[src/common/rimm_defines.vh]
// Register map, field layout and reset values of the receiver interrupt block
`ifndef RIMM_DEFINES_VH
`define RIMM_DEFINES_VH

// Bus geometry
`define RIMM_ADDR_W         8
`define RIMM_DATA_W         32

// Register indices; the byte address is four times the index
`define RIMM_IDX_ENABLE_A   6'h16
`define RIMM_IDX_ENABLE_B   6'h17
`define RIMM_IDX_TRIG_A     6'h18
`define RIMM_IDX_STATUS     6'h20
`define RIMM_IDX_RAW        6'h21

`define RIMM_ADDR_ENABLE_A  {`RIMM_IDX_ENABLE_A, 2'b00}
`define RIMM_ADDR_ENABLE_B  {`RIMM_IDX_ENABLE_B, 2'b00}
`define RIMM_ADDR_TRIG_A    {`RIMM_IDX_TRIG_A, 2'b00}
`define RIMM_ADDR_STATUS    {`RIMM_IDX_STATUS, 2'b00}
`define RIMM_ADDR_RAW       {`RIMM_IDX_RAW, 2'b00}

// Reset values
`define RIMM_RST_ENABLE_A   8'h00
`define RIMM_RST_ENABLE_B   1'b0
`define RIMM_RST_TRIG_A     8'h00
`define RIMM_RST_STATUS     9'h000

// Source bit positions (status, raw and enable layouts)
`define RIMM_SRC_N          9
`define RIMM_BIT_BUF_XFER   0
`define RIMM_BIT_SUB_CRC    1
`define RIMM_BIT_LOCK_LOSS  2
`define RIMM_BIT_SUB_CHG    3
`define RIMM_BIT_BIPHASE    4
`define RIMM_BIT_VALID      5
`define RIMM_BIT_PARITY     6
`define RIMM_BIT_CS_CRC     7
`define RIMM_BIT_OUT_SLIP   8

// Trigger field low bit positions in the first mode register
`define RIMM_POS_SUB_CHG    6
`define RIMM_POS_LOCK_LOSS  4
`define RIMM_POS_SUB_CRC    2
`define RIMM_POS_BUF_XFER   0

// Trigger mode codes
`define RIMM_MODE_RISE      2'h0
`define RIMM_MODE_FALL      2'h1
`define RIMM_MODE_LEVEL     2'h2
`define RIMM_MODE_RSVD      2'h3

`endif

[src/verilog/rimm_trig.v]
// Per-source trigger detector: edge or level of one status flag
`timescale 1ns/1ps
`default_nettype none
`include "rimm_defines.vh"

module rimm_trig (
    input  wire       pclk,
    input  wire       presetn,
    input  wire       flag,
    input  wire [1:0] mode,
    output reg        trig
);

    reg prev_reg;

    // Flag as seen one cycle earlier
    always @(posedge pclk or negedge presetn) begin
        if (!presetn) begin
            prev_reg <= 1'b0;
        end else begin
            prev_reg <= flag;
        end
    end

    // Edge compare against the previous cycle, level passes the flag; reserved code never fires
    always @* begin
        case (mode)
            `RIMM_MODE_RISE: begin
                trig = flag & ~prev_reg;
            end
            `RIMM_MODE_FALL: begin
                trig = ~flag & prev_reg;
            end
            `RIMM_MODE_LEVEL: begin
                trig = flag;
            end
            default: begin
                trig = 1'b0;
            end
        endcase
    end

endmodule
`default_nettype wire

[src/verilog/rimm_top.v]
// Receiver interrupt enable, trigger mode and sticky status with APB access
//
// Contract
// - Channel-status CRC interrupt gated by its enable; resets to 0, blocked.
// - Parity error interrupt gated by its enable; resets to 0, blocked.
// - Validity flag interrupt gated by its enable; resets to 0, blocked.
// - Biphase error interrupt gated by its enable; resets to 0, blocked.
// - Subcode change interrupt gated by its enable; resets to 0, blocked.
// - Loss-of-lock interrupt gated by its enable; resets to 0, blocked.
// - Subcode CRC interrupt gated by its enable; resets to 0, blocked.
// - Buffer transfer interrupt gated by its enable; resets to 0, blocked.
// - Output slip enable is bit 0 of second mask; upper bits read zero.
// - Trigger code 0 rising, 1 falling, 2 level, 3 reserved.
// - Loss-of-lock trigger field sits in bits 5:4 of mode register.
// - Subcode CRC field bits 3:2; change 7:6; buffer transfer 1:0.
// - A flag raises an interrupt only while its enable bit is set.
//
// The APB interface to the registers was chosen for this implementation.
`timescale 1ns/1ps
`default_nettype none
`include "rimm_defines.vh"

module rimm_top (
    input  wire                    pclk,
    input  wire                    presetn,
    input  wire                    psel,
    input  wire                    penable,
    input  wire                    pwrite,
    input  wire [`RIMM_ADDR_W-1:0] paddr,
    input  wire [`RIMM_DATA_W-1:0] pwdata,
    output reg  [`RIMM_DATA_W-1:0] prdata,
    output wire                    pready,
    output reg                     pslverr,
    input  wire                    chan_stat_crc_flag,
    input  wire                    par_err_flag,
    input  wire                    valid_flag,
    input  wire                    biphase_err_flag,
    input  wire                    subcode_change_flag,
    input  wire                    lock_loss_flag,
    input  wire                    subcode_crc_flag,
    input  wire                    buf_xfer_flag,
    input  wire                    out_slip_flag,
    output wire                    irq
);

    localparam N = `RIMM_SRC_N;

    // Software registers
    reg  [7:0]   enable_a_reg;
    reg          enable_b_reg;
    reg  [7:0]   trig_a_reg;
    reg  [N-1:0] status_reg;
    reg  [N-1:0] status_next;

    // Flag synchroniser stages
    reg  [N-1:0] flag_meta_reg;
    reg  [N-1:0] flag_sync_reg;

    // Per-source trigger and mode vectors
    wire [N-1:0]   flag_raw;
    wire [N-1:0]   trig_vec;
    wire [2*N-1:0] mode_vec;
    wire [N-1:0]   en_vec;

    // Named enables, one per source
    wire en_chan_stat_crc_irq;
    wire en_par_err_irq;
    wire en_valid_flag_irq;
    wire en_biphase_err_irq;
    wire en_subcode_change_irq;
    wire en_lock_loss_irq;
    wire en_subcode_crc_irq;
    wire en_buf_xfer_irq;
    wire en_out_slip_irq;

    // Named trigger fields
    wire [1:0] subcode_change_trig_sel;
    wire [1:0] lock_loss_trig_sel;
    wire [1:0] subcode_crc_trig_sel;
    wire [1:0] buf_xfer_trig_sel;

    // Bus decode
    wire       setup_phase;
    wire       access_phase;
    wire       hit_enable_a;
    wire       hit_enable_b;
    wire       hit_trig_a;
    wire       hit_status;
    wire       hit_raw;
    wire       addr_hit;
    wire       wr_fire;
    reg  [`RIMM_DATA_W-1:0] rd_mux;

    // Pack the status flags in the mask register layout
    assign flag_raw[`RIMM_BIT_BUF_XFER]  = buf_xfer_flag;
    assign flag_raw[`RIMM_BIT_SUB_CRC]   = subcode_crc_flag;
    assign flag_raw[`RIMM_BIT_LOCK_LOSS] = lock_loss_flag;
    assign flag_raw[`RIMM_BIT_SUB_CHG]   = subcode_change_flag;
    assign flag_raw[`RIMM_BIT_BIPHASE]   = biphase_err_flag;
    assign flag_raw[`RIMM_BIT_VALID]     = valid_flag;
    assign flag_raw[`RIMM_BIT_PARITY]    = par_err_flag;
    assign flag_raw[`RIMM_BIT_CS_CRC]    = chan_stat_crc_flag;
    assign flag_raw[`RIMM_BIT_OUT_SLIP]  = out_slip_flag;

    // Two-flop synchroniser; the flags come from other clock domains
    always @(posedge pclk or negedge presetn) begin
        if (!presetn) begin
            flag_meta_reg <= {N{1'b0}};
            flag_sync_reg <= {N{1'b0}};
        end else begin
            flag_meta_reg <= flag_raw;
            flag_sync_reg <= flag_meta_reg;
        end
    end

    // Enable bits taken from both mask registers
    assign en_chan_stat_crc_irq  = enable_a_reg[`RIMM_BIT_CS_CRC];
    assign en_par_err_irq        = enable_a_reg[`RIMM_BIT_PARITY];
    assign en_valid_flag_irq     = enable_a_reg[`RIMM_BIT_VALID];
    assign en_biphase_err_irq    = enable_a_reg[`RIMM_BIT_BIPHASE];
    assign en_subcode_change_irq = enable_a_reg[`RIMM_BIT_SUB_CHG];
    assign en_lock_loss_irq      = enable_a_reg[`RIMM_BIT_LOCK_LOSS];
    assign en_subcode_crc_irq    = enable_a_reg[`RIMM_BIT_SUB_CRC];
    assign en_buf_xfer_irq       = enable_a_reg[`RIMM_BIT_BUF_XFER];
    assign en_out_slip_irq       = enable_b_reg;

    // Enable vector in status layout
    assign en_vec[`RIMM_BIT_BUF_XFER]  = en_buf_xfer_irq;
    assign en_vec[`RIMM_BIT_SUB_CRC]   = en_subcode_crc_irq;
    assign en_vec[`RIMM_BIT_LOCK_LOSS] = en_lock_loss_irq;
    assign en_vec[`RIMM_BIT_SUB_CHG]   = en_subcode_change_irq;
    assign en_vec[`RIMM_BIT_BIPHASE]   = en_biphase_err_irq;
    assign en_vec[`RIMM_BIT_VALID]     = en_valid_flag_irq;
    assign en_vec[`RIMM_BIT_PARITY]    = en_par_err_irq;
    assign en_vec[`RIMM_BIT_CS_CRC]    = en_chan_stat_crc_irq;
    assign en_vec[`RIMM_BIT_OUT_SLIP]  = en_out_slip_irq;

    // Trigger fields of the first mode register
    assign subcode_change_trig_sel =
        trig_a_reg[`RIMM_POS_SUB_CHG+1:`RIMM_POS_SUB_CHG];
    assign lock_loss_trig_sel =
        trig_a_reg[`RIMM_POS_LOCK_LOSS+1:`RIMM_POS_LOCK_LOSS];
    assign subcode_crc_trig_sel =
        trig_a_reg[`RIMM_POS_SUB_CRC+1:`RIMM_POS_SUB_CRC];
    assign buf_xfer_trig_sel =
        trig_a_reg[`RIMM_POS_BUF_XFER+1:`RIMM_POS_BUF_XFER];

    // Sources without a mode field here stay on the rising-edge default
    assign mode_vec[2*`RIMM_BIT_BUF_XFER+1:2*`RIMM_BIT_BUF_XFER] =
        buf_xfer_trig_sel;
    assign mode_vec[2*`RIMM_BIT_SUB_CRC+1:2*`RIMM_BIT_SUB_CRC] =
        subcode_crc_trig_sel;
    assign mode_vec[2*`RIMM_BIT_LOCK_LOSS+1:2*`RIMM_BIT_LOCK_LOSS] =
        lock_loss_trig_sel;
    assign mode_vec[2*`RIMM_BIT_SUB_CHG+1:2*`RIMM_BIT_SUB_CHG] =
        subcode_change_trig_sel;
    assign mode_vec[2*N-1:2*`RIMM_BIT_BIPHASE] =
        {(N-`RIMM_BIT_BIPHASE){`RIMM_MODE_RISE}};

    // One trigger detector per source
    genvar gi;
    generate
        for (gi = 0; gi < N; gi = gi + 1) begin : g_src
            rimm_trig u_trig (
                .pclk    (pclk),
                .presetn (presetn),
                .flag    (flag_sync_reg[gi]),
                .mode    (mode_vec[2*gi+1:2*gi]),
                .trig    (trig_vec[gi])
            );
        end
    endgenerate

    // APB phase and address decode
    assign setup_phase  = psel & ~penable;
    assign access_phase = psel & penable;
    assign hit_enable_a = (paddr == `RIMM_ADDR_ENABLE_A);
    assign hit_enable_b = (paddr == `RIMM_ADDR_ENABLE_B);
    assign hit_trig_a   = (paddr == `RIMM_ADDR_TRIG_A);
    assign hit_status   = (paddr == `RIMM_ADDR_STATUS);
    assign hit_raw      = (paddr == `RIMM_ADDR_RAW);
    assign addr_hit     = hit_enable_a | hit_enable_b | hit_trig_a |
                          hit_status | hit_raw;

    // Zero wait states: every access completes in its first access cycle
    assign pready  = 1'b1;
    assign wr_fire = access_phase & pwrite & addr_hit;

    // Control register writes
    always @(posedge pclk or negedge presetn) begin
        if (!presetn) begin
            enable_a_reg <= `RIMM_RST_ENABLE_A;
            enable_b_reg <= `RIMM_RST_ENABLE_B;
            trig_a_reg   <= `RIMM_RST_TRIG_A;
        end else if (wr_fire) begin
            if (hit_enable_a) begin
                enable_a_reg <= pwdata[7:0];
            end
            if (hit_enable_b) begin
                enable_b_reg <= pwdata[0];
            end
            if (hit_trig_a) begin
                trig_a_reg <= pwdata[7:0];
            end
        end
    end

    // Sticky status: a trigger in the clearing cycle wins over the clear
    always @* begin
        status_next = status_reg;
        if (wr_fire && hit_status) begin
            status_next = status_next & ~pwdata[N-1:0];
        end
        status_next = status_next | trig_vec;
    end

    always @(posedge pclk or negedge presetn) begin
        if (!presetn) begin
            status_reg <= `RIMM_RST_STATUS;
        end else begin
            status_reg <= status_next;
        end
    end

    // Single level request; masked sources stay latched but silent
    assign irq = |(status_reg & en_vec);

    // Read mux; bits above each register's width read as zero
    always @* begin
        rd_mux = {`RIMM_DATA_W{1'b0}};
        if (hit_enable_a) begin
            rd_mux[7:0] = enable_a_reg;
        end
        if (hit_enable_b) begin
            rd_mux[0] = enable_b_reg;
        end
        if (hit_trig_a) begin
            rd_mux[7:0] = trig_a_reg;
        end
        if (hit_status) begin
            rd_mux[N-1:0] = status_reg;
        end
        if (hit_raw) begin
            rd_mux[N-1:0] = flag_sync_reg;
        end
    end

    // Read data and error captured in the setup cycle, valid in access
    always @(posedge pclk or negedge presetn) begin
        if (!presetn) begin
            prdata  <= {`RIMM_DATA_W{1'b0}};
            pslverr <= 1'b0;
        end else if (setup_phase) begin
            prdata  <= pwrite ? {`RIMM_DATA_W{1'b0}} : rd_mux;
            pslverr <= ~addr_hit;
        end
    end

endmodule
`default_nettype wire

[config.mk]
export PLATFORM = sky130hd
export DESIGN_NAME = rimm_top
export DESIGN_NICKNAME = d
export VERILOG_FILES = /design/src/verilog/rimm_trig.v /design/src/verilog/rimm_top.v
export VERILOG_INCLUDE_DIRS = /design/src /design/src/common
export SDC_FILE = /design/constraint.sdc
export NUM_CORES = 1
export LEC_CHECK = 0
export ABC_AREA = 1
export BUFFER_PORTS_ARGS = -buffer_cell sky130_fd_sc_hd__buf_2
export CORE_AREA = 4 4 86 88
export DETAILED_ROUTE_END_ITERATION = 6
export DIE_AREA = 0 0 90 92
export GPL_ROUTABILITY_DRIVEN = 0
export PLACE_DENSITY = 0.74
export SYNTH_ARGS = -nofsm -noshare
export SYNTH_HDL_FRONTEND = slang
export SYNTH_SLANG_ARGS = --single-unit
[constraint.sdc]
create_clock -name pclk -period 0.9 [get_ports pclk]
set_input_delay 0.18 -clock pclk [delete_from_list [all_inputs] [get_ports pclk]]
set_output_delay 0.18 -clock pclk [all_outputs]
set_load 0.05 [all_outputs]
==> impl_metrics.ini, run 1 <==
[power_and_ir_drop]
p_leak_nw = 2.26
fin_total_pwr_mw = 6.07
power.density_mw_per_mm2 = 1370
ir_drop_mv = 1.06

[die]
core_region_area_mm2 = 0.00664
pin_count = 89
die_width_um = 90
rows = 30
start_util_pct = 45.2
die_h_um = 92
die_area_mm2 = 0.00828

[synth]
syn-cell-area_mm2 = 0.00300
synthTopCellsByCount = 83 x nand2_1, 63 x dfrtp_1, 46 x inv_1, 31 x o21ai_0, 29 x nor2_1
ys_warn_count = 0
synth-seq-cells = 63
synth_cells = 346
yosys.area.top_type_share_pct = 52.5
synth_edf_count = 0
yosysUniqueCellTypes = 26
yosys.area.top_type = dfrtp_1
yosysSeqAreaShare_pct = 52.5
yosysMostFrequentCell = nand2_1
avgSynthCellArea_um2 = 8.68
synth_ff_type = dfrtp_1
synthTopCellsByArea = dfrtp_1 52%, nand2_1 10%, buf_4 6.0%, inv_1 5.7%, o21ai_0 5.2%
synthArstFlopShare_pct = 100

[grt]
grt_pass1_vias = 2789
track_usage_pct = 20.7
grt_max_degree = 64
grt_antenna_before_repair = 0
grt_pass1_wl_um = 13500
grt_overflow = 0

[status]
outcome = complete, but fails checks
violations = negative setup slack

[critical_path]
endpoint_kind = output pin
cp.arrival_ps = 1520
critPathSlowestCell = dfrtp_1
startpoint_type = flip-flop
crit_fanout = 2
cp_cell_sequence = nand2_1, nand2_2, a221oi_2, buf_4, nand3_4, buf_8
crit_buf_inv = 2
crit_family = flip-flops
worstPathRequired_ps = 720
max_stage_delay_ps = 390
critPathKind = reg -> out
r2r_slack_ps = -180

[placement]
post-place-ws_ps = -635
placed_cells = 492
portBuffers = 41
dp_hpwl_um = 4690
placed_area_mm2 = 0.00353

[layout]
fin_area_mm2 = 0.00441
nets = 506
syn2layout_area_growth_pct = 46.9
drive_above_1_share_pct = 47.9
final_cell_count_no_fill = 535
antenna_cells = 0
nFillCells = 503

[routing]
maxUsedRoutingLayer = met4
met2_length_um = 4200
via_count = 2698
drt_wl_total_um = 8270
dr.first_iter.drc_count = 261
ant_nets = 0
dr_wl_met3_um = 606
wire_per_inst_um = 15.5
vias_per_cell = 5.04
remaining_drc_errors = 0
firstDrtPassIters = 5
wl_met1_um = 3180

[timing]
rsz0062_at_grt = yes
finalSetupViolCount = 46
max_freq_mhz = 588
finalHoldViolations = 0
max_slew_margin_pct = 54.2
fin_crit_ps = 1700
finalCritPeriodShare_pct = 189
slew_viol_final = 0
fin_setup_tns_ps = -8350
tightest_slew_ps = 686
clock-skew-final_ps = 15.6
setup_ws_ps = -802

[clocking]
clock-sinks = 63
insertion_delay_ps = 350
root_buffer = clkbuf_8
cts.path.max_buffers = 2
cts_htree_levels = 3
cts_buffers = 9
clk_pin_slew_ps = 70
cts_tree = done

[run]
drv_cap = 0

[hold_path]
hp-class = in -> reg
==> report_power, final <==
| group | total [mW] | internal (mW) | switching [mW] | leakage, nW |
|---|---|---|---|---|
| Combinational | 0.746 | 0.216 | 0.530 | 1.40 |
| Clock | 2.38 | 1.31 | 1.07 | 0.0940 |
| Sequential | 2.94 | 2.90 | 0.0410 | 0.768 |
| Total | 6.07 | 4.43 | 1.64 | 2.26 |
==> what timing repair did <==
item | 4_1_cts | 5_1_grt
setup endpoints to repair | 46 | 47
pin swaps | 33 | 19
gates cloned | 5 | 0
hold buffers | 10 | 0
endpoints found under the hold margin | 72 | 0
gates resized for setup | 108 | 24
setup buffers | 11 | 6
==> final timing paths <==
path,from,to,cells past startpoint
hold reg to reg,flag_meta_reg[2]$_DFF_PN0_,flag_sync_reg[2]$_DFF_PN0_,0
setup reg to reg,status_reg[2]$_DFF_PN0_,prdata[2]$_DFFE_PN0P_,6
min in group asynchronous,presetn,enable_a_reg[6]$_DFFE_PN0P_,3
max in group asynchronous,presetn,g_src[1].u_trig.prev_reg$_DFF_PN0_,3
setup / recovery,status_reg[2]$_DFF_PN0_,irq,6
hold / removal,pwdata[1],trig_a_reg[1]$_DFFE_PN0P_,3
==> per-layer routing <==
metal,vias to the layer above,GRT usage (%)
met3,28,6.15
met1,1283,24.7
li1,1266,-
met2,121,34.0
met5,-,0
met4,0,10.6
==> layout make-up <==
| type | instances | area (um2) | area share [%] |
|---|---|---|---|
| Clock buffer | 10 | 138 | 3.12 |
| Clock inverter | 4 | 47.5 | 1.08 |
| Multi-Input combinational cell | 231 | 1480 | 33.6 |
| Tap cell | 80 | 100 | 2.27 |
| Timing Repair Buffer | 100 | 880 | 19.9 |
| Inverter | 47 | 191 | 4.34 |
| Sequential cell | 63 | 1580 | 35.7 |
==> cells in the final DEF, fill, tap and decap left out, types with 3 or more instances in the layout <==
master / Yosys / layout
buf_4: 24 / 31
nand4_1: 9 / 9
nand2_1: 83 / 52
nand3_2: 1 / 6
buf_6: 2 / 25
conb_1: 2 / 24
nor2_1: 29 / 20
nor2_4: 0 / 8
clkbuf_8: 0 / 10
inv_2: 1 / 11
nor3_1: 3 / 3
nand3_4: 2 / 6
buf_12: 0 / 5
nand2_2: 4 / 31
o21ai_2: 16 / 32
nand2_4: 1 / 4
nand3_1: 13 / 6
nor2_2: 4 / 5
inv_1: 46 / 34
dlygate4sd3_1: 0 / 10
buf_2: 2 / 27
o21ai_1: 2 / 14
dfrtp_1: 63 / 63
==> logic make-up (layout without fill, tap and decap cells) <==
family | Yosys count | in the layout | synth area share, %
DFF | 63 | 63 | 52.5
and+or+nand+nor | 151 | 154 | 22.9
other | 2 | 24 | 0.250
buffers and inverters | 77 | 161 | 13.2
AOI/OAI and AO/OA | 53 | 53 | 11.1
==> worst min-delay path, cell delays in order <==
cell     delay [ps]
buf_2           110
inv_1            90
o21ai_2          60
==> per-stage QoR <==
step                      hold WS [ps]  util, %
after floorplan                   -116        -
after global placement             214     53.1
after detailed placement           216     53.1
after CTS                          130     64.1
after global routing               137     66.4
final                              147     66.4
(Power assumes the default switching activity.)
==> inputs of run 2 (changes only) <==
--- a/config.mk
+++ b/config.mk
@@ -8,11 +8,11 @@
 export LEC_CHECK = 0
 export ABC_AREA = 1
 export BUFFER_PORTS_ARGS = -buffer_cell sky130_fd_sc_hd__buf_2
-export CORE_AREA = 4 4 86 88
+export CORE_AREA = 4 4 79 81
 export DETAILED_ROUTE_END_ITERATION = 6
-export DIE_AREA = 0 0 90 92
+export DIE_AREA = 0 0 83 85
 export GPL_ROUTABILITY_DRIVEN = 0
-export PLACE_DENSITY = 0.74
+export PLACE_DENSITY = 0.83
 export SYNTH_ARGS = -nofsm -noshare
 export SYNTH_HDL_FRONTEND = slang
 export SYNTH_SLANG_ARGS = --single-unit
==> constraint.sdc (replaced) <==
create_clock -name pclk -period 2 [get_ports pclk]
set_input_delay 0.4 -clock pclk [delete_from_list [all_inputs] [get_ports pclk]]
set_output_delay 0.4 -clock pclk [all_outputs]
set_load 0.05 [all_outputs]
==> impl_metrics.ini, run 2 (synthesis results as in run 1) <==
[layout]
final_cell_mix = 83 x nand2_1, 63 x dfrtp_1, 46 x inv_1, 40 x buf_2, 31 x o21ai_0
fin_area_mm2 = 0.00350
syn2layout_area_growth_pct = 16.6
antenna_cells = 0
nets = 453
drive_above_1_share_pct = 24.5
layout_commonest_cell = nand2_1

[timing]
finalHoldViolations = 0
finalSetupViolCount = 0
rsz0062_at_grt = no
setup_ws_ps = 138
clock-skew-final_ps = 6.48
slew_viol_final = 0
max_freq_mhz = 537
finalCritPeriodShare_pct = 93.1
fin_crit_ps = 1860
fin_setup_tns_ps = 0

[clocking]
cts_hold_buf = 0
cts_buffers = 9
cts_tree = done
clk_pin_slew_ps = 70
root_buffer = clkbuf_8
insertion_delay_ps = 340
clock-sinks = 63
cts_htree_levels = 3
cts.path.max_buffers = 2
post_cts_buffers = 0

[die]
start_util_pct = 54.9
die_area_mm2 = 0.00706
pin_count = 89
die_h_um = 85
die_width_um = 83
rows = 27
core_region_area_mm2 = 0.00547

[routing]
wire_per_inst_um = 13.3
drt_wl_total_um = 6350
via_count = 2363
ant_nets = 0
dr.first_iter.drc_count = 182
remaining_drc_errors = 0
vias_per_cell = 4.96
firstDrtPassIters = 4

[grt]
grt_pass1_vias = 2394
grt_antenna_before_repair = 0
track_usage_pct = 18.9
grt_pass1_wl_um = 10600
grt_max_degree = 64
grt_overflow = 0

[power_and_ir_drop]
p_leak_nw = 1.94
ir_drop_mv = 0.880
power.density_mw_per_mm2 = 830

[critical_path]
startpoint_type = flip-flop
critPathKind = reg -> out
endpoint_kind = output pin
crit_start = enable_a_reg[5]$_DFFE_PN0P_
crit_fanout = 3
r2r-start = trig_a_reg[5]$_DFFE_PN0P_
r2r_slack_ps = 1010
cp.arrival_ps = 1460
worstPathRequired_ps = 1600

[placement]
dp_hpwl_um = 4260
portBuffers = 41
post-place-ws_ps = 209
placed_area_mm2 = 0.00324

[hold_path]
hp-class = in -> async

[status]
outcome = finished, final reports clean

[run]
drv_cap = 0
[run 2: layout make-up]
type | count | area (um2)
clock inverter | 7 | 121
inverter | 47 | 176
sequential | 63 | 1580
clock buffer | 9 | 124
multi-input combinational | 228 | 1130
fill | 476 | 1970
timing repair buffer | 50 | 288
tap | 72 | 90.1
[run 2: critical path, stage by stage, from the launching register on]
cell	delay, ps
dfrtp_1	410
nand2_1	80
nand2_1	60
a221oi_2	200
nand3_1	120
clkbuf_4	230
[run 2: path summary, 6_finish.rpt]
check,end,cells past startpoint
setup / recovery,irq,5
hold / removal,enable_a_reg[5]$_DFFE_PN0P_,2
setup reg to reg,status_reg[2]$_DFF_PN0_,6
hold reg to reg,flag_sync_reg[4]$_DFF_PN0_,0
max in group asynchronous,trig_a_reg[2]$_DFFE_PN0P_,2
min in group pclk,flag_meta_reg[7]$_DFF_PN0_,1
[run 2: per-layer routing]
metal / vias to the layer above / global-route usage, % / routed length (um)
li1: 1150 / - / -
met1: 1108 / 23.3 / 2660
met2: 83 / 30.9 / 3120
met3: 22 / 5.15 / 421
met4: 0 / 9.21 / 145
met5: - / 0 / 0
[run 2: power breakdown]
part / leakage (nW) / internal, mW / switching [mW] / total [mW]
Sequential: 0.768 / 1.31 / 0.0144 / 1.32
Clock: 0.123 / 0.831 / 0.503 / 1.33
Combinational: 1.05 / 0.0518 / 0.203 / 0.255
Total: 1.94 / 2.19 / 0.720 / 2.91
[run 2: metrics by stage]
stage               cells  util, %  power [mW]  hold slack (ps)
floorplan             368        -        1.55              104
global placement      460     59.2        1.59              332
detailed placement    460     59.2        1.60              335
CTS                   476     63.7        2.93             66.4
global route          476     64.0        3.02             86.4
finish                476     64.0        2.91             58.1
[run 2: timing repair]
item,4_1_cts,5_1_grt
gates resized for setup,0,3
setup endpoints to repair,0,1
endpoints found under the hold margin,0,0
